--- config.mk ---
export PLATFORM = sky130hd
export DESIGN_NAME = pwt_timer
export DESIGN_NICKNAME = d
export VERILOG_FILES = /design/src/include/pwt_pkg.sv /design/src/hw/pwt_sync.sv /design/src/hw/pwt_timer.sv
export VERILOG_INCLUDE_DIRS = /design/src /design/src/include
export SDC_FILE = /design/constraint.sdc
export NUM_CORES = 1
export LEC_CHECK = 0
export BUFFER_PORTS_ARGS = -buffer_cell sky130_fd_sc_hd__buf_2
export CORE_MARGIN = 4
export CORE_UTILIZATION = 50
export CTS_BUF_LIST = sky130_fd_sc_hd__clkbuf_4 sky130_fd_sc_hd__clkbuf_8
export DETAILED_ROUTE_END_ITERATION = 10
export GPL_TIMING_DRIVEN = 1
export PLACE_DENSITY = 0.67
export SLEW_MARGIN = 10
export SYNTH_ARGS = -nofsm -noshare
export SYNTH_HDL_FRONTEND = slang
export SYNTH_SLANG_ARGS = --single-unit
export TNS_END_PERCENT = 50
--- constraint.sdc ---
create_clock -name pclk -period 3.9 [get_ports pclk]
set_clock_uncertainty 0.05 [all_clocks]
set_input_delay 0.195 -clock pclk [delete_from_list [all_inputs] [get_ports pclk]]
set_output_delay 0.195 -clock pclk [all_outputs]
set_load 0.1 [all_outputs]
--- src/include/pwt_params.svh ---
/*
 * Register map, field positions and reset values of the buffered PWM timer channel.
 * Assumes inclusion by bare name from files that need the constants; definitions only.
 */
`ifndef PWT_PARAMS_SVH
`define PWT_PARAMS_SVH

// Register word indices, byte address = index * 4
`define PWT_IDX_CTRL 4'h0
`define PWT_IDX_STAT 4'h1
`define PWT_IDX_PERIOD 4'h2
`define PWT_IDX_C0R 4'h3
`define PWT_IDX_C0F 4'h4
`define PWT_IDX_C1R 4'h5
`define PWT_IDX_C1F 4'h6
`define PWT_IDX_CONV 4'h7
`define PWT_IDX_IE 4'h8
`define PWT_IDX_IS 4'h9
`define PWT_IDX_ICLR 4'hA
`define PWT_IDX_NONE 4'hF
`define PWT_IDX_LAST 4'hA

// Control register fields
`define PWT_CTRL_START 0
`define PWT_CTRL_STOP 1
`define PWT_CTRL_UPD 2
`define PWT_CTRL_CYC_EN 3
`define PWT_CTRL_SRC_SEL 4
`define PWT_CTRL_CAP_MODE 5
`define PWT_CTRL_FS_EN 6
`define PWT_CTRL_DLY_LSB 8
`define PWT_CTRL_DLY_MSB 15
`define PWT_CTRL_TSTART_EN 16
`define PWT_CTRL_TSTOP_EN 17
`define PWT_CTRL_TCLR_EN 18

// Interrupt source bit positions
`define PWT_IS_PERIOD 0
`define PWT_IS_C0R 1
`define PWT_IS_C0F 2
`define PWT_IS_C1R 3
`define PWT_IS_C1F 4
`define PWT_IS_TSTOP 5
`define PWT_IS_TSTART 6
`define PWT_IS_FSTOP 7

// Reset values
`define PWT_CTRL_RST 32'h0000_0000
`define PWT_SET_RST 16'hFFFF
`define PWT_CMP_RST 16'h0000
`define PWT_IE_RST 8'h00

`endif

--- src/include/pwt_pkg.sv ---
/*
 * Types shared by the buffered PWM timer channel.
 * Assumes nothing beyond a SystemVerilog compiler.
 */
package pwt_pkg;

   typedef enum logic [1:0] {
      PWT_ST_IDLE  = 2'b00,
      PWT_ST_RUN   = 2'b01,
      PWT_ST_DELAY = 2'b10
   } pwt_state_e;

   typedef logic [15:0] pwt_count_t;

endpackage : pwt_pkg

--- src/hw/pwt_sync.sv ---
/*
 * Two-flop synchroniser for a bundle of asynchronous trigger pins.
 * Assumes each bit is an independent level; no bus coherency is implied.
 */
`timescale 1ns/1ps

module pwt_sync #(
   parameter int W = 5
) (
   input wire logic clk,
   input wire logic rst_n,
   input wire logic [W-1:0] async_in,
   output logic [W-1:0] sync_out
);

   logic [W-1:0] meta_r;

   always_ff @(posedge clk or negedge rst_n) begin
      if (!rst_n) begin
         meta_r <= '0;
         sync_out <= '0;
      end else begin
         meta_r <= async_in;
         sync_out <= meta_r;
      end
   end

endmodule : pwt_sync

--- src/hw/pwt_timer.sv ---
/*
 * One PWM timer channel with buffered period/compare update, cycle stop,
 * forced stop, capture and interrupt status/enable/clear, behind an APB slave.
 * Assumes one 100 MHz clock pclk, the counter ticking every pclk, and
 * asynchronous trigger pins that are synchronised here.
 */
`timescale 1ns/1ps
`include "pwt_params.svh"

module pwt_timer (
   input wire logic pclk,
   input wire logic presetn,
   input wire logic psel,
   input wire logic penable,
   input wire logic pwrite,
   input wire logic [7:0] paddr,
   input wire logic [31:0] pwdata,
   output logic [31:0] prdata,
   output logic pready,
   output logic pslverr,
   input wire logic trig_start_in,
   input wire logic trig_stop_in,
   input wire logic trig_clear_in,
   input wire logic trig_force_in,
   input wire logic capture_in,
   output logic pwm0_out,
   output logic pwm1_out,
   output logic irq
);
   import pwt_pkg::*;

   function automatic logic [3:0] pwt_reg_index(input logic [7:0] addr);
      logic [3:0] idx;
      idx = `PWT_IDX_NONE;
      if (addr[1:0] == 2'h0 && addr[7:2] <= {2'h0, `PWT_IDX_LAST}) begin
         idx = addr[5:2];
      end
      return idx;
   endfunction : pwt_reg_index

   ////////////////////////////////////////////////////////////////////////
   // Declarations
   pwt_state_e state_r;
   logic [31:0] ctrl_r, rdata;
   pwt_count_t set_r [6], buf_r [6];
   pwt_count_t cnt_r, cap_rise_r, cap_fall_r, per_eff;
   logic [7:0] dly_r, ie_r, is_r, delay_set, is_set, is_clr, irq_mask;
   logic [4:0] sync_w, prev_r, rise_w;
   logic [3:0] idx;
   logic upd_r, pend_r, pend_trig_r, wr_en, rd_en, sw_start, sw_stop, cap_mode;
   logic tstart_ev, tstop_ev, tclr_ev, force_ev, running, start_req, stop_req;
   logic period_end, clear_ev, load_start, load_upd, load_src, load_all;
   logic cyc_stop_now, dly_done;

   ////////////////////////////////////////////////////////////////////////
   // Trigger pins: two flops, then rising edges taken from the second flop

   pwt_sync #(
      .W(5)
   ) u_sync (
      .clk(pclk),
      .rst_n(presetn),
      .async_in({capture_in, trig_force_in, trig_clear_in, trig_stop_in, trig_start_in}),
      .sync_out(sync_w)
   );

   always_ff @(posedge pclk or negedge presetn) begin
      if (!presetn) begin
         prev_r <= 5'h00;
      end else begin
         prev_r <= sync_w;
      end
   end

   assign rise_w = sync_w & ~prev_r;

   ////////////////////////////////////////////////////////////////////////
   // Event decode

   assign wr_en = psel & penable & pwrite & pready;
   assign rd_en = psel & penable & ~pwrite & pready;
   assign idx = pwt_reg_index(paddr);
   assign cap_mode = ctrl_r[`PWT_CTRL_CAP_MODE];
   assign delay_set = ctrl_r[`PWT_CTRL_DLY_MSB:`PWT_CTRL_DLY_LSB];
   assign sw_start = wr_en && idx == `PWT_IDX_CTRL && pwdata[`PWT_CTRL_START];
   assign sw_stop = wr_en && idx == `PWT_IDX_CTRL && pwdata[`PWT_CTRL_STOP];
   assign tstart_ev = ctrl_r[`PWT_CTRL_TSTART_EN] & rise_w[0];
   assign tstop_ev = ctrl_r[`PWT_CTRL_TSTOP_EN] & rise_w[1];
   assign tclr_ev = ctrl_r[`PWT_CTRL_TCLR_EN] & rise_w[2];
   assign force_ev = ctrl_r[`PWT_CTRL_FS_EN] & rise_w[3];
   assign running = state_r != PWT_ST_IDLE;
   // Starts are refused while the forced stop status stands
   assign start_req = (sw_start | tstart_ev) & ~is_r[`PWT_IS_FSTOP];
   assign stop_req = sw_stop | tstop_ev;
   assign per_eff = ctrl_r[`PWT_CTRL_SRC_SEL] ? buf_r[5] : buf_r[0];
   assign period_end = running && cnt_r >= per_eff;
   assign clear_ev = running & tclr_ev;
   assign cyc_stop_now = state_r == PWT_ST_RUN && pend_r && period_end && !start_req;
   assign dly_done = state_r == PWT_ST_DELAY && dly_r == 8'h01 && !start_req;

   // Buffer load sources
   assign load_start = state_r == PWT_ST_IDLE && start_req && !force_ev
      && cnt_r == 16'h0000;
   assign load_upd = (period_end | clear_ev) & upd_r;
   assign load_src = (period_end | clear_ev) & ctrl_r[`PWT_CTRL_SRC_SEL];
   assign load_all = load_start | load_upd | load_src;

   ////////////////////////////////////////////////////////////////////////
   // Run state and deferred stop

   always_ff @(posedge pclk or negedge presetn) begin
      if (!presetn) begin
         state_r <= PWT_ST_IDLE;
         pend_r <= 1'b0;
         pend_trig_r <= 1'b0;
         dly_r <= 8'h00;
      end else begin
         case (state_r)
            PWT_ST_IDLE: begin
               if (start_req && !force_ev) begin
                  state_r <= PWT_ST_RUN;
               end
               pend_r <= 1'b0;
            end
            PWT_ST_RUN: begin
               if (force_ev) begin
                  state_r <= PWT_ST_IDLE;
                  pend_r <= 1'b0;
               end else if (start_req) begin
                  pend_r <= 1'b0;
               end else if (stop_req && !ctrl_r[`PWT_CTRL_CYC_EN]) begin
                  state_r <= PWT_ST_IDLE;
               end else if (cyc_stop_now) begin
                  pend_r <= 1'b0;
                  if (delay_set == 8'h00) begin
                     state_r <= PWT_ST_IDLE;
                  end else begin
                     state_r <= PWT_ST_DELAY;
                     dly_r <= delay_set;
                  end
               end else if (stop_req) begin
                  // Stop held back until the period runs out
                  pend_r <= 1'b1;
                  pend_trig_r <= tstop_ev;
               end
            end
            PWT_ST_DELAY: begin
               if (force_ev) begin
                  state_r <= PWT_ST_IDLE;
               end else if (start_req) begin
                  state_r <= PWT_ST_RUN;
               end else if (dly_done) begin
                  state_r <= PWT_ST_IDLE;
               end else begin
                  dly_r <= dly_r - 8'h01;
               end
            end
            default: begin
               state_r <= PWT_ST_IDLE;
            end
         endcase
      end
   end

   ////////////////////////////////////////////////////////////////////////
   // Counter: an immediate stop holds the value, a cycle stop leaves zero

   always_ff @(posedge pclk or negedge presetn) begin
      if (!presetn) begin
         cnt_r <= 16'h0000;
      end else if (running && !force_ev && !(stop_req && !ctrl_r[`PWT_CTRL_CYC_EN]
                   && state_r == PWT_ST_RUN && !start_req) && !dly_done) begin
         if (period_end || clear_ev) begin
            cnt_r <= 16'h0000;
         end else begin
            cnt_r <= cnt_r + 16'h0001;
         end
      end else if (dly_done) begin
         cnt_r <= 16'h0000;
      end
   end

   ////////////////////////////////////////////////////////////////////////
   // Setting registers and working buffers

   always_ff @(posedge pclk or negedge presetn) begin
      if (!presetn) begin
         for (int i = 0; i < 6; i++) begin
            set_r[i] <= (i == 0 || i == 5) ? `PWT_SET_RST : `PWT_CMP_RST;
         end
      end else if (wr_en && idx >= `PWT_IDX_PERIOD && idx <= `PWT_IDX_CONV) begin
         set_r[3'(idx - `PWT_IDX_PERIOD)] <= pwdata[15:0];
      end
   end

   always_ff @(posedge pclk or negedge presetn) begin
      if (!presetn) begin
         for (int i = 0; i < 6; i++) begin
            buf_r[i] <= (i == 0 || i == 5) ? `PWT_SET_RST : `PWT_CMP_RST;
         end
      end else if (load_all) begin
         for (int i = 0; i < 6; i++) begin
            buf_r[i] <= set_r[i];
         end
      end
   end

   // Software setting wins over the hardware clear in the same cycle
   always_ff @(posedge pclk or negedge presetn) begin
      if (!presetn) begin
         upd_r <= 1'b0;
      end else if (wr_en && idx == `PWT_IDX_CTRL && pwdata[`PWT_CTRL_UPD]) begin
         upd_r <= 1'b1;
      end else if (load_upd) begin
         upd_r <= 1'b0;
      end
   end

   always_ff @(posedge pclk or negedge presetn) begin
      if (!presetn) begin
         ctrl_r <= `PWT_CTRL_RST;
         ie_r <= `PWT_IE_RST;
      end else if (wr_en && idx == `PWT_IDX_CTRL) begin
         ctrl_r <= {13'h0000, pwdata[18:8], 1'b0, pwdata[6:3], 3'h0};
      end else if (wr_en && idx == `PWT_IDX_IE) begin
         ie_r <= {1'b0, pwdata[6:0]};
      end
   end

   ////////////////////////////////////////////////////////////////////////
   // Capture of the counter on both edges of the capture pin

   always_ff @(posedge pclk or negedge presetn) begin
      if (!presetn) begin
         cap_rise_r <= 16'h0000;
         cap_fall_r <= 16'h0000;
      end else if (cap_mode) begin
         if (rise_w[4]) begin
            cap_rise_r <= cnt_r;
         end
         if (prev_r[4] && !sync_w[4]) begin
            cap_fall_r <= cnt_r;
         end
      end
   end

   ////////////////////////////////////////////////////////////////////////
   // Interrupt status: set wins over every clear

   always_comb begin
      is_set = 8'h00;
      is_set[`PWT_IS_PERIOD] = period_end;
      if (cap_mode) begin
         is_set[`PWT_IS_C0R] = rise_w[4];
         is_set[`PWT_IS_C0F] = prev_r[4] & ~sync_w[4];
      end else begin
         is_set[`PWT_IS_C0R] = running && cnt_r == buf_r[1];
         is_set[`PWT_IS_C0F] = running && cnt_r == buf_r[2];
         is_set[`PWT_IS_C1R] = running && cnt_r == buf_r[3];
         is_set[`PWT_IS_C1F] = running && cnt_r == buf_r[4];
      end
      is_set[`PWT_IS_TSTOP] = (tstop_ev && !ctrl_r[`PWT_CTRL_CYC_EN] && running)
         || (pend_trig_r && (dly_done || (cyc_stop_now && delay_set == 8'h00)));
      is_set[`PWT_IS_TSTART] = tstart_ev & ~is_r[`PWT_IS_FSTOP];
      is_set[`PWT_IS_FSTOP] = force_ev;
      is_clr = 8'h00;
      if (wr_en && idx == `PWT_IDX_ICLR) begin
         is_clr = pwdata[7:0];
      end
      if (rd_en && idx == `PWT_IDX_IS) begin
         is_clr = 8'hFF;
      end
      if (rd_en && cap_mode && idx == `PWT_IDX_C0R) begin
         is_clr[`PWT_IS_C0R] = 1'b1;
      end
      if (rd_en && cap_mode && idx == `PWT_IDX_C0F) begin
         is_clr[`PWT_IS_C0F] = 1'b1;
      end
   end

   always_ff @(posedge pclk or negedge presetn) begin
      if (!presetn) begin
         is_r <= 8'h00;
      end else begin
         is_r <= (is_r & ~is_clr) | is_set;
      end
   end

   // Forced stop has no enable of its own; the function enable stands in
   assign irq_mask = {ctrl_r[`PWT_CTRL_FS_EN], ie_r[6:0]};

   always_ff @(posedge pclk or negedge presetn) begin
      if (!presetn) begin
         irq <= 1'b0;
      end else begin
         irq <= |(is_r & irq_mask);
      end
   end

   ////////////////////////////////////////////////////////////////////////
   // PWM outputs: high from rise compare up to fall compare

   always_ff @(posedge pclk or negedge presetn) begin
      if (!presetn) begin
         pwm0_out <= 1'b0;
         pwm1_out <= 1'b0;
      end else begin
         pwm0_out <= running && !cap_mode && cnt_r >= buf_r[1] && cnt_r < buf_r[2];
         pwm1_out <= running && !cap_mode && cnt_r >= buf_r[3] && cnt_r < buf_r[4];
      end
   end

   ////////////////////////////////////////////////////////////////////////
   // APB slave: one wait state so that read data comes from a flop

   always_comb begin
      rdata = 32'h0000_0000;
      case (idx)
         `PWT_IDX_CTRL: rdata = {ctrl_r[31:3], upd_r, 2'h0};
         `PWT_IDX_STAT: rdata = {cnt_r, 13'h0000, pend_r, state_r == PWT_ST_DELAY, running};
         `PWT_IDX_PERIOD: rdata = {16'h0000, set_r[0]};
         `PWT_IDX_C0R: rdata = {16'h0000, cap_mode ? cap_rise_r : set_r[1]};
         `PWT_IDX_C0F: rdata = {16'h0000, cap_mode ? cap_fall_r : set_r[2]};
         `PWT_IDX_C1R: rdata = {16'h0000, set_r[3]};
         `PWT_IDX_C1F: rdata = {16'h0000, set_r[4]};
         `PWT_IDX_CONV: rdata = {16'h0000, set_r[5]};
         `PWT_IDX_IE: rdata = {24'h000000, ie_r};
         `PWT_IDX_IS: rdata = {24'h000000, is_r};
         default: rdata = 32'h0000_0000;
      endcase
   end

   always_ff @(posedge pclk or negedge presetn) begin
      if (!presetn) begin
         pready <= 1'b0;
         pslverr <= 1'b0;
         prdata <= 32'h0000_0000;
      end else if (psel && penable && !pready) begin
         pready <= 1'b1;
         pslverr <= idx == `PWT_IDX_NONE;
         prdata <= pwrite ? 32'h0000_0000 : rdata;
      end else begin
         pready <= 1'b0;
         pslverr <= 1'b0;
      end
   end

endmodule : pwt_timer

# Yosys cells after proc, flatten, opt, wreduce, memory -nomap -nowiden
# Index checks and enable logic that the tools add are counted.
[word_totals] reg_bits=335 inputBits=50 elab_cells=234
[classes] addsub=3 order_cmp=10 n_eq_ne=32 mux=47 bitwise=35 n_reduce_logical=75
[op_table] operator="32-bit one-hot mux with 10 select lines" n=1
[op_table] operator="16-bit 2-to-1 mux" n=7
[op_table] operator="96-bit bitwise mux" n=1
[op_table] operator="8-bit 2-to-1 mux" n=10
[op_table] operator="16-bit equality test" n=4
[op_table] operator="16-bit demux with 3-bit select" n=1
[op_table] operator="16-bit greater-or-equal comparator" n=3
[op_table] operator="1-bit logical AND" n=46
[op_table] operator="16-bit less-than comparator" n=2
[op_table] operator="32-bit 2-to-1 mux" n=1
[op_table] operator="2-bit 2-to-1 mux" n=11
[op_table] operator="16-bit by 1-bit adder with 16-bit output (second input constant)" n=1
[op_table] operator="8-bit AND" n=2
[op_table] operator="4-bit by 3-bit equality test with 1-bit output (second input constant)" n=4
[op_table] operator="4-bit equality test (second input constant)" n=4
[op_table] operator="16-bit zero test" n=1
[op_table] operator="2-bit != test (second input constant)" n=8
[op_table] operator="8-bit one-hot mux with 2 select lines" n=1
[op_table] operator="1-bit AND" n=15
[op_table] operator="4-bit != test (second input constant)" n=3
[op_table] operator="1-bit 2-to-1 mux" n=11
[op_table] operator="2-bit nonzero test" n=5
[op_table] operator="9-bit AND reduction" n=1
[op_table] operator="4-bit by 2-bit equality test with 1-bit output (second input constant)" n=2
[op_table] operator="34 further kinds" n=57

# Logic depth before layout (Yosys ltp)
# Gate-level depths: netlist of run 1.
[logic_depth] word_depth=15 ltp_mapped=14 depth_no_buf=9

# By module
# Synthesis of run 1 repeated with hierarchy kept, for this count alone.
[unflattened] cells_unflattened=1413 area_unflattened_um2=16767.3
[by_module_without_submodules] mod="pwt_timer" instances=1 cells_per_inst=1403 area_per_inst_um2=16517.1 seq_area_each_um2=8212.9
[by_module_without_submodules] mod="pwt_sync" instances=1 cells_per_inst=10 area_per_inst_um2=250.2 seq_area_each_um2=250.2

# Worst setup path before layout of run 1
# Ideal clock, no wire load.
[synth_timing] path_type="register to register" from="register ctrl_r[4]" to="register buf_r[53] (netlist bit)" t_arrival_ns=3.339 t_required_ns=3.723 slack_ns=0.383 path_stages_with_launch=15 n_path_buf=5 cell_sequence="dfrtp_1 -> clkbuf_1 -> buf_1 -> mux2i_1 -> ha_1 -> o21a_1 -> o211ai_1 -> nand3_1 -> a31o_1 -> clkbuf_1 -> o21ai_1 -> o32ai_2 -> buf_6 -> buf_6 -> mux2_1"
[synth_via] elab_chain_cells=7 elab_cells_between_ends=8
[synth_lines] element="start, declared" line_no="pwt_timer.sv:44" source="logic [31:0] ctrl_r, rdata;"
[synth_lines] element="start signal, assigned" line_no="pwt_timer.sv:221" source="ctrl_r <= `PWT_CTRL_RST;"
[synth_lines] element="start signal, assigned" line_no="pwt_timer.sv:224" source="ctrl_r <= {13'h0000, pwdata[18:8], 1'b0, pwdata[6:3], 3'h0};"
[synth_lines] element="16-bit 2-to-1 mux" line_no="pwt_timer.sv:95" source="assign per_eff = ctrl_r[`PWT_CTRL_SRC_SEL] ? buf_r[5] : buf_r[0];"
[synth_lines] element="16-bit greater-or-equal comparator" line_no="pwt_timer.sv:96" source="assign period_end = running && cnt_r >= per_eff;"
[synth_lines] element="1-bit logical AND" line_no="pwt_timer.sv:96"
[synth_lines] element="1-bit bitwise OR" line_no="pwt_timer.sv:104, pwt_timer.sv:105"
[synth_lines] element="1-bit AND" line_no="pwt_timer.sv:104" source="assign load_upd = (period_end | clear_ev) & upd_r;"
[synth_lines] element="1-bit bitwise OR" line_no="pwt_timer.sv:106" source="assign load_all = load_start | load_upd | load_src;"
[synth_lines] element="1-bit bitwise OR *" line_no="pwt_timer.sv:106"
[synth_lines] element="end signal, assigned by index" line_no="pwt_timer.sv:199" source="buf_r[i] <= (i == 0 || i == 5) ? `PWT_SET_RST : `PWT_CMP_RST;"
[synth_lines] element="end signal, assigned by index" line_no="pwt_timer.sv:203" source="buf_r[i] <= set_r[i];"
[synth_lines] element="end, declared" line_no="pwt_timer.sv:45" source="pwt_count_t set_r [6], buf_r [6];"
# Mark *: on every way between the ends. The rest lies on a longest branch, timed or not.
# A chain may end at the register's enable or synchronous reset.

# Worst setup path in the final report of run 1
[layout_timing] from="register ctrl_r[4]" to="register buf_r[74] (netlist bit)"
# Same word-level chain as after synthesis.

==> impl_metrics.csv, run 1 <==
group,metric,value,unit
status,outcome,"complete, no violations",
clock_tree,htree_levels,2,
timing,final.period_utilization,85.78,%
cells_and_area,areaGrowthSynthToFinish,15.11,%
synthesis,syn_nets,1572,
die,start_util,51.11,%
cells_and_area,multi_input_area,7694,sq um
worst_setup_path,start_kind,"flop",
worst_setup_path,reg2reg_slack,0.55,ns
synthesis,synth_area,16760,sq um
timing,fin_crit,3.345,ns
die,io_pins,87,
timing,finalHoldViolCount,0,
timing,setup_viol,0,
synthesis,postSynthAreaPerCell,11.65,sq um
synthesis,synth_cell_types,68,
worst_setup_path,critPathRequiredTime,4.31,ns
worst_setup_path,worstSetupPathType,"reg -> reg",
die,fp.dieW,191.1,um
clock_tree,post_cts_resized,0,
timing,final.setup.tns,0,ns
timing,rsz0062_at_grt,"false",
detailed_routing,viasPerCell,5.938,
synthesis,synth-edff-count,0,
timing,worst_pin_slew,1.069,ns
grt,grt_max_degree,120,
timing,fmax,298.9,MHz
worst_setup_path,rr_startpoint,"ctrl_r[4]$_DFFE_PN0N_",
worst_setup_path,critPathMaxFanout,28,
job,cap_violations,0,
grt,grt_pass1_vias,12500,
power,p_leak,9.018,nW
worst_setup_path,r2r_cells,11,
timing,holdWs,0.1339,ns
grt,antenna_found_initial,0,
die,fp.dieH,191.1,um
cells_and_area,layout-drive-gt1-share,32.12,%
detailed_routing,antenna_left,0,
clock_tree,worstSkewPairLatency,0.62,ns
place,place_congestion,0.9100,
worst_hold_path,hp-class,"in -> async",
timing,slew_headroom,28.59,%
clock_tree,numCtsBuffers,56,
cells_and_area,ff_latch_area,8464,sq um
clock_tree,clkSinkCount,335,
synthesis,ys_async_sr_fraction,100.0,%
synthesis,synth-seq-cells,335,
place,hpwl,32.69,mm
grt,grt_overflow,0,
timing,drv_slew,0,
synthesis,synth-seq-area-share,50.51,%
detailed_routing,drtIter0Drc,808,
grt,grt_pass1_wl,73.04,mm
worst_setup_path,end_kind,"flop",
detailed_routing,wire_per_inst,22.84,um
detailed_routing,drcViolationCount,0,
power,p_per_area,369.4,nW/um^2
detailed_routing,routed_wl,47.10,mm
clock_tree,cts_tree,"built",
clock_tree,clock_path_buffers,3,
detailed_routing,num_vias,12250,
clock_tree,cts_root_buf,"clkbuf_8",
worst_setup_path,r2r_end,"buf_r[74]$_DFFE_PN0P_",
worst_setup_path,arrival,3.76,ns
cells_and_area,fillers,2760,
detailed_routing,drt-pass1-iter-count,6,
die,core,32780,sq um
synthesis,syn_inst,1438,
die,dieArea,36510,sq um
grt,grt_use_total,25.90,%
clock_tree,clkTransAtPathRegs,0.06,ns
synthesis,synth-main-ff-cell,"dfrtp_1",
power,ir_drop,0.2861,mV
cells_and_area,final_nets,1706,
die,fp-row-count,66,
synthesis,ys_warn_count,0,
place,numPortBuffers,73,
-- area by class of cell --
class	instances	share of cell area, %
Antenna cell	1	0.01297
Clock buffer	96	6.039
Clock inverter	9	0.3892
Inverter	75	1.460
Multi-Input combinational cell	955	39.89
Sequential cell	335	43.88
Tap cell	442	2.867
Timing Repair Buffer	149	5.462
-- flip-flops by register name, indices dropped and copies added (netlist names), 2 cells and up --
name	count
set_r	96
cap_rise_r	16
prdata	32
ctrl_r	15
dly_r	8
buf_r	96
is_r	8
cnt_r	16
u_sync.meta_r	5
cap_fall_r	16
state_r	2
ie_r	7
u_sync.sync_out	5
prev_r	5
-- critical path, stage by stage (launching register included) --
cell       delay [ns]
dfrtp_1          0.36
buf_4            0.19
mux2_2           0.35
ha_1             0.26
nand2b_1         0.14
a211oi_1         0.29
o2111ai_1        0.18
a31o_1           0.26
o21ai_1          0.26
o32ai_4          0.17
buf_4            0.29
mux2_1           0.37
-- cell usage after synthesis, types with 3 or more instances --
cell type | number | share of area (%)
dfrtp_1 | 271 | 40
nor3_1 | 13 | 0.39
a22o_1 | 21 | 1.1
o21a_1 | 8 | 0.36
a21oi_1 | 51 | 1.5
clkbuf_1 | 46 | 1.0
nor4_1 | 11 | 0.41
nand3b_1 | 7 | 0.31
or2_2 | 4 | 0.15
or3_1 | 6 | 0.22
a211oi_1 | 4 | 0.18
mux2_1 | 40 | 2.7
nor3b_1 | 6 | 0.27
a22oi_1 | 24 | 1.1
nand2_1 | 122 | 2.7
nand3_1 | 40 | 1.2
nand4_1 | 20 | 0.75
ha_1 | 84 | 6.3
buf_6 | 7 | 0.47
nand2b_1 | 11 | 0.41
a31oi_1 | 3 | 0.11
mux2i_1 | 48 | 2.9
a21o_1 | 8 | 0.36
buf_2 | 12 | 0.36
mux4_2 | 9 | 1.2
nor2b_1 | 10 | 0.37
o211ai_1 | 4 | 0.18
or4_1 | 3 | 0.13
o21ai_0 | 74 | 2.2
a221oi_1 | 5 | 0.26
mux2_2 | 203 | 14
inv_1 | 75 | 1.7
nor2_1 | 58 | 1.3
dfstp_2 | 64 | 10
and3_1 | 5 | 0.19
a2111oi_0 | 3 | 0.16
buf_1 | 7 | 0.16
o22ai_1 | 13 | 0.49
a32oi_1 | 3 | 0.16
-- kinds of logic after synthesis --
logic type | synth area share (%)
AOI/OAI and AO/OA | 9.416
xor gates and xnor gates | 0.05228
adders and majority gates | 6.272
buffers and inverters | 3.741
DFF | 50.51
muxes | 20.41
and+or+nand+nor | 9.603
-- how the worst max path moves through the flow --
stage                                        to  slack (ns)  depth (start not counted)             startpoint
after floorplan           buf_r[53]$_DFFE_PN0P_        0.38                         14  ctrl_r[4]$_DFFE_PN0N_
after global placement     cnt_r[7]$_DFFE_PN0P_        0.66                         11  ctrl_r[4]$_DFFE_PN0N_
after detailed placement  buf_r[72]$_DFFE_PN0P_        0.62                         11  ctrl_r[4]$_DFFE_PN0N_
after CTS                 buf_r[74]$_DFFE_PN0P_        0.56                         11  ctrl_r[4]$_DFFE_PN0N_
after global routing      buf_r[74]$_DFFE_PN0P_        0.40                         11  ctrl_r[4]$_DFFE_PN0N_
final                     buf_r[74]$_DFFE_PN0P_        0.55                         11  ctrl_r[4]$_DFFE_PN0N_
-- routing by layer --
metal / share of wire, % / track usage (%)
met2: 47 / 41.99
met1: 43 / 35.77
met3: 6.5 / 4.675
met4: 3.0 / 8.011
met5: 0 / 0
-- placed cells by master (no fill, tap or decap), types with 4 or more instances in the layout --
cell type	count
ha_1	84
nor2b_1	10
nor3_1	12
nand2_1	122
mux4_2	9
clkbuf_8	71
buf_2	72
o22ai_1	13
a22o_1	21
nor4_1	10
and3_1	5
o211ai_1	4
a21oi_1	51
o21a_1	8
buf_4	45
dfrtp_1	270
nand4_1	20
mux2i_1	48
nand3_1	40
mux2_2	203
or3_1	6
nand3b_1	7
a221oi_1	5
nor3b_1	5
dlygate4sd3_1	28
inv_1	75
nand2b_1	11
a22oi_1	24
o21ai_0	74
or2_2	4
dfstp_2	64
a211oi_1	4
clkinv_2	6
mux2_1	40
clkbuf_4	25
nor2_1	58
a21o_1	8
-- stage by stage --
step | cell area (sq um) | power (mW) | setup WS, ns | util (%) | std cells
5_1_grt | 19290 | 7.385 | 0.3987 | 58.83 | 2061
3_3_place_gp | 17770 | 3.790 | 0.6639 | 54.19 | 1928
4_1_cts | 19290 | 7.193 | 0.5648 | 58.83 | 2061
3_5_place_dp | 17770 | 3.791 | 0.6240 | 54.19 | 1928
6_report | 19290 | 7.124 | 0.5545 | 58.84 | 2062
2_1_floorplan | 16760 | 3.635 | 0.3833 | - | 1438
-- what timing repair did --
| action | CTS | global route |
|---|---|---|
| buffers inserted | 0 | 0 |
| hold buffers | 28 | 0 |
| endpoints found under the setup margin | 0 | 0 |
| endpoints found under the hold margin | 199 | 0 |
-- power breakdown --
part	switching, mW	internal, mW
Clock	1.44	1.94
Combinational	0.178	0.0683
Sequential	0.00954	3.50
Power figures use the tool's default switching activity.
==> inputs of run 2 (changes only) <==
--- a/config.mk
+++ b/config.mk
@@ -6,13 +6,12 @@
 export SDC_FILE = /design/constraint.sdc
 export NUM_CORES = 1
 export LEC_CHECK = 0
-export BUFFER_PORTS_ARGS = -buffer_cell sky130_fd_sc_hd__buf_2
 export CORE_MARGIN = 4
 export CORE_UTILIZATION = 50
 export CTS_BUF_LIST = sky130_fd_sc_hd__clkbuf_4 sky130_fd_sc_hd__clkbuf_8
 export DETAILED_ROUTE_END_ITERATION = 10
+export DONT_BUFFER_PORTS = 1
 export GPL_TIMING_DRIVEN = 1
-export PLACE_DENSITY = 0.67
 export SLEW_MARGIN = 10
 export SYNTH_ARGS = -nofsm -noshare
 export SYNTH_HDL_FRONTEND = slang
==> run 2 against run 1 <==
The flow now finishes with violations (negative hold slack). Non-clock buffer count down 76. Via count shrank 3.3%. Global-route usage increased by 1.2 points. Largest power group unchanged.
==> impl_metrics.csv, run 2 (synthesized netlist as in run 1, its figures left out) <==
group,metric,value,unit
status,outcome,"complete, but fails checks",
status,violations,"negative hold slack",
job,cap_violations,0,
timing,slew_headroom,31.88,%
power,clockPowerShare,48.3,%
clock_tree,clkTransAtPathRegs,0.06,ns
detailed_routing,antenna_left,0,
clock_tree,numCtsBuffers,58,
worst_setup_path,arrival,3.89,ns
clock_tree,post_cts_buffers,0,
timing,worst_pin_slew,1.019,ns
die,fp.dieH,191.1,um
detailed_routing,drt-pass1-iter-count,7,
cells_and_area,layout-drive-gt1-share,28.77,%
power,p_per_area,373.9,nW/um^2
power,p_leak,8.668,nW
clock_tree,worstSkewPairLatency,0.63,ns
clock_tree,hold_buffers,33,
worst_hold_path,hp-class,"in -> async",
power,pwr-share-seq,49.7,%
cells_and_area,areaGrowthSynthToFinish,12.87,%
clock_tree,cts_tree,"built",
grt,grt_overflow,0,
die,io_pins,87,
worst_setup_path,critPathRequiredTime,4.35,ns
timing,rsz0062_at_grt,"false",
clock_tree,post_cts_resized,0,
timing,setup_viol,0,
power,switching_share,22.18,%
cells_and_area,final_common_cell,"dfrtp_1",
worst_setup_path,cp-startpoint,"ctrl_r[4]$_DFFE_PN0N_",
grt,grt_pass1_vias,12110,
timing,final.setup.tns,0,ns
grt,grt_pass1_wl,74.99,mm
worst_setup_path,critPathMaxFanout,96,
clock_tree,htree_levels,2,
detailed_routing,drtIter0Drc,858,
power,p_int,5.502,mW
cells_and_area,reg_top3,"buf_r (96), set_r (96), prdata (32)",
clock_tree,cts_root_buf,"clkbuf_8",
detailed_routing,viasPerCell,5.951,
detailed_routing,num_vias,11840,
clock_tree,clkSinkCount,335,
die,dieArea,36510,sq um
clock_tree,clock_path_buffers,3,
grt,grt_max_degree,336,
worst_setup_path,r2r_end,"buf_r[18]$_DFFE_PN0P_",
detailed_routing,routed_wl,48.71,mm
worst_setup_path,reg2reg_slack,0.47,ns
die,fp.dieW,191.1,um
timing,drv_slew,0,
timing,final.period_utilization,88.05,%
grt,grt_use_total,27.13,%
power,switching_power,1.569,mW
worst_setup_path,worstSetupPathType,"reg -> reg",
power,ir_drop,0.2674,mV
detailed_routing,drcViolationCount,0,
timing,finalHoldViolCount,335,
worst_setup_path,start_kind,"flop",
cells_and_area,antenna_cells,0,
worst_setup_path,end_kind,"flop",
worst_setup_path,rr_startpoint,"ctrl_r[4]$_DFFE_PN0N_",
place,place_congestion,0.8660,
cells_and_area,final_nets,1632,
die,start_util,51.11,%
die,core,32780,sq um
timing,holdWs,-0.7910,ns
timing,fmax,291.2,MHz
worst_setup_path,r2r_cells,11,
die,fp-row-count,66,
place,numPortBuffers,0,
timing,fin_crit,3.434,ns
place,hpwl,31.58,mm
cells_and_area,final_cell_mix,"270 x dfrtp_1, 203 x mux2_2, 122 x nand2_1",
detailed_routing,wire_per_inst,24.49,um
cells_and_area,utilization,57.69,%
power,combPwrFrac,2.1,%
grt,antenna_found_initial,0,
==> run 2: changes by cell type in the layout (fill, tap and decap cells not counted), sizes merged <==
cell	before	now
clkinvlp	2	1
clkbuf	96	103
clkinv	6	5
bufinv	1	0
diode	1	0
dlygate4sd3	28	31
buf	121	42
==> run 2: how the worst max path moves through the flow <==
stage | slack (ns) | depth (start not counted) | endpoint
floorplan | 0.38 | 14 | buf_r[53]$_DFFE_PN0P_
global placement | 0.61 | 10 | buf_r[53]$_DFFE_PN0P_
detailed placement | 0.60 | 10 | buf_r[71]$_DFFE_PN0P_
CTS | 0.55 | 11 | buf_r[39]$_DFFE_PN0P_
global route | 0.35 | 11 | buf_r[18]$_DFFE_PN0P_
finish | 0.47 | 11 | buf_r[18]$_DFFE_PN0P_
==> run 2: worst max-delay path: stages (launching register included) <==
cell	delay, ns
dfrtp_1	0.35
buf_4	0.34
mux2i_1	0.35
ha_1	0.21
nand3_1	0.09
a2bb2oi_1	0.13
a21oi_1	0.25
a31o_1	0.19
o21ai_1	0.13
o32ai_4	0.15
buf_12	0.50
mux2_2	0.40
==> run 2: area by class of cell <==
cell class / instances / area (sq um)
Fill cell: 2789 / 13870
Sequential cell: 335 / 8464
Multi-Input combinational cell: 955 / 7694
Clock buffer: 103 / 1224
Timing Repair Buffer: 73 / 663.1
Tap cell: 442 / 553.0
Inverter: 75 / 281.5
Clock inverter: 6 / 32.53
==> run 2: metrics by stage <==
step / instances / total power, mW / setup slack [ns] / instance area [sq um]
floorplan: 1438 / 3.635 / 0.3833 / 16760
global placement: 1847 / 3.641 / 0.6097 / 17310
detailed placement: 1847 / 3.641 / 0.5966 / 17310
CTS: 1989 / 7.149 / 0.5519 / 18910
global route: 1989 / 7.344 / 0.3494 / 18910
finish: 1989 / 7.071 / 0.4661 / 18910
==> run 2: metal layers <==
| layer | global-route usage, % | wire, um | part of all wire, % | vias to the layer above |
|---|---|---|---|---|
| li1 | - | - | - | 5327 |
| met1 | 37.64 | 21990 | 45 | 6050 |
| met2 | 43.06 | 22560 | 46 | 353 |
| met3 | 5.058 | 2488 | 5.1 | 106 |
| met4 | 9.530 | 1677 | 3.4 | 0 |
| met5 | 0 | 0 | 0 | - |
==> run 2: power by group through the flow <==
stage          combinational (mW)  sequential (mW)  clock (mW)
2_1_floorplan              0.0625             3.57           0
3_3_place_gp               0.0703             3.57           0
3_5_place_dp               0.0705             3.57           0
4_1_cts                     0.146             3.51        3.49
5_1_grt                     0.153             3.51        3.68
6_report                    0.147             3.51        3.41
==> inputs of run 3 (changes only) <==
--- a/config.mk
+++ b/config.mk
@@ -7,7 +7,7 @@
 export NUM_CORES = 1
 export LEC_CHECK = 0
 export CORE_MARGIN = 4
-export CORE_UTILIZATION = 50
+export CORE_UTILIZATION = 45
 export CTS_BUF_LIST = sky130_fd_sc_hd__clkbuf_4 sky130_fd_sc_hd__clkbuf_8
 export DETAILED_ROUTE_END_ITERATION = 10
 export DONT_BUFFER_PORTS = 1
==> run 3 against run 2 <==
The run still ends with negative hold slack left. Sequential share of layout area is 0.52 points lower. Non-clock buffer count is 13 higher. Setup slack worse by 0.24 ns. Total power is 1.8% higher. Flip-flop and latch count stayed put. Die area is 11% higher. First-iteration DRC count is 12% lower. Final cell count is 2.0% higher. Routed wire length is 0.45% lower. Hold slack worse by 0.012 ns. Fmax is 6.6% lower. Sequential power hardly changed. Largest cell class unchanged.
==> impl_metrics.csv, run 3 (synthesized netlist as in run 1, its figures left out) <==
group,metric,value,unit
status,outcome,"complete, but fails checks",
status,violations,"negative hold slack",
die,core,36700,sq um
die,fp-row-count,70,
detailed_routing,drcViolationCount,0,
grt,grtUsageMet1,33.35,%
worst_setup_path,worstSetupPathType,"reg -> reg",
detailed_routing,viasPerCell,5.894,
cells_and_area,utilization,52.13,%
power,p_leak,8.729,nW
die,io_pins,87,
grt,grt_max_degree,336,
cells_and_area,layout-drive-gt1-share,28.50,%
clock_tree,clock_path_buffers,3,
clock_tree,clkTransAtPathRegs,0.07,ns
cells_and_area,reg_top3,"buf_r (96), set_r (96), prdata (32)",
clock_tree,post_cts_buffers,0,
die,start_util,45.66,%
timing,setup_viol,0,
timing,holdWs,-0.8028,ns
detailed_routing,num_vias,11960,
die,fp.dieH,201.0,um
cells_and_area,fillers,3238,
grt,antenna_found_initial,2,
timing,rsz0062_at_grt,"false",
detailed_routing,drtIter0Drc,759,
detailed_routing,routed_wl,48.49,mm
worst_setup_path,critPathTopFamily,"compound AO/OA/AOI/OAI gates",
worst_setup_path,critPathMaxFanout,88,
grt,grt_busiest_layer,"met2",
worst_hold_path,hp-class,"in -> async",
grt,grt_pass1_vias,12200,
worst_setup_path,slowest_stage,"dfrtp_1",
worst_setup_path,critPathRequiredTime,4.37,ns
timing,fin_crit,3.677,ns
power,p_per_area,376.2,nW/um^2
die,fp.dieW,201.0,um
worst_setup_path,crit_chain,"mux2_2 -> ha_1 -> nand2b_1 -> a211oi_1 -> o2111ai_1 -> a31o_1 -> o21ai_1 -> o32ai_4 -> buf_12 -> mux2_1",
cells_and_area,areaGrowthSynthToFinish,14.18,%
die,dieArea,40390,sq um
clock_tree,numCtsBuffers,57,
clock_tree,htree_levels,2,
clock_tree,cts_root_buf,"clkbuf_8",
grt,grt_overflow,0,
detailed_routing,wire_per_inst,23.90,um
detailed_routing,drt-pass1-iter-count,8,
timing,finalHoldViolCount,335,
clock_tree,hold_buffers,45,
worst_setup_path,start_kind,"flop",
clock_tree,post_cts_resized,0,
worst_setup_path,cp_num_buf_inv,1,
timing,final.period_utilization,94.29,%
cells_and_area,finalNonFillerCells,2029,
clock_tree,cts_tree,"built",
grt,met2_usage,37.93,%
place,numPortBuffers,0,
place,place_congestion,0.8943,
power,ir_drop,0.2239,mV
place,place_inst,1874,
job,cap_violations,0,
clock_tree,clkSinkCount,335,
worst_setup_path,arrival,4.15,ns
grt,use_met3,4.330,%
cells_and_area,final_cell_mix,"270 x dfrtp_1, 203 x mux2_2, 122 x nand2_1",
timing,fmax,271.9,MHz
timing,final.setup.tns,0,ns
cells_and_area,final_nets,1644,
detailed_routing,antenna_left,0,
timing,worst_pin_slew,1.042,ns
grt,grt_pass1_wl,75.13,mm
clock_tree,worstSkewPairLatency,0.66,ns
place,hpwl,31.51,mm
worst_setup_path,end_kind,"flop",
timing,slew_headroom,30.27,%
worst_setup_path,max_stage_delay,0.51,ns
timing,drv_slew,0,
cells_and_area,final_common_cell,"dfrtp_1",
grt,grt_use_total,24.03,%
==> run 3: cell types whose count changed in the layout (fill, tap and decap cells not counted), sizes merged <==
cell / previous run / this run
clkbuf: 103 / 95
inv: 75 / 77
bufinv: 0 / 2
diode: 0 / 3
dlygate4sd3: 31 / 43
buf: 42 / 43
clkinv: 5 / 7
==> run 3: worst register-to-register path, stage by stage (launching register included) <==
cell and delay (ns):
dfrtp_1 0.51, mux2_2 0.38, ha_1 0.26, nand2b_1 0.14, a211oi_1 0.38, o2111ai_1 0.19, a31o_1 0.26, o21ai_1 0.32
o32ai_4 0.26, buf_12 0.30, mux2_1 0.50
==> run 3: per-stage QoR <==
stage / worst slack [ns] / cell area (sq um) / power, mW
after floorplan: 0.3833 / 16760 / 3.635
after detailed placement: 0.3283 / 17360 / 3.642
after global routing: 0.1161 / 19120 / 7.463
after CTS: 0.2828 / 19120 / 7.284
after global placement: 0.4189 / 17360 / 3.641
final: 0.2226 / 19130 / 7.198
==> run 3: cell type report <==
class | instances | area (sq um) | share of cell area, %
flip-flops and latches | 335 | 8464 | 44.24
multi-input cells | 955 | 7694 | 40.21
clock buffers | 95 | 1176 | 6.147
repair buffers | 86 | 803.3 | 4.199
well taps | 468 | 585.6 | 3.061
inverters | 75 | 281.5 | 1.471
clock inverters | 12 | 120.1 | 0.6278
diodes | 3 | 7.507 | 0.03924
==> run 3: power by group <==
| group | internal, mW | total (mW) | switching, mW |
|---|---|---|---|
| clock | 2.04 | 3.54 | 1.50 |
| sequential | 3.50 | 3.51 | 0.0153 |
| combinational | 0.0572 | 0.151 | 0.0942 |
==> run 3: final timing paths <==
kind | from | endpoint | slack, ns | cells past startpoint
max | ctrl_r[4]$_DFFE_PN0N_ | buf_r[53]$_DFFE_PN0P_ | 0.22 | 10
min | presetn | set_r[48]$_DFFE_PN0P_ | -0.80 | 0
max in group asynchronous | presetn | ie_r[6]$_DFFE_PN0P_ | 3.99 | 0
min reg2reg | u_sync.meta_r[0]$_DFF_PN0_ | u_sync.sync_out[0]$_DFF_PN0_ | 0.30 | 0
max reg2reg | ctrl_r[4]$_DFFE_PN0N_ | buf_r[53]$_DFFE_PN0P_ | 0.22 | 10
min in group pclk | paddr[3] | prdata[6]$_DFFE_PN0P_ | 0.04 | 4
==> run 3: layer usage <==
| layer | part of all wire (%) | wire length, um |
|---|---|---|
| met5 | 0.019 | 9 |
| met4 | 3.4 | 1667 |
| met3 | 6.1 | 2938 |
| met2 | 46 | 22380 |
| met1 | 44 | 21490 |
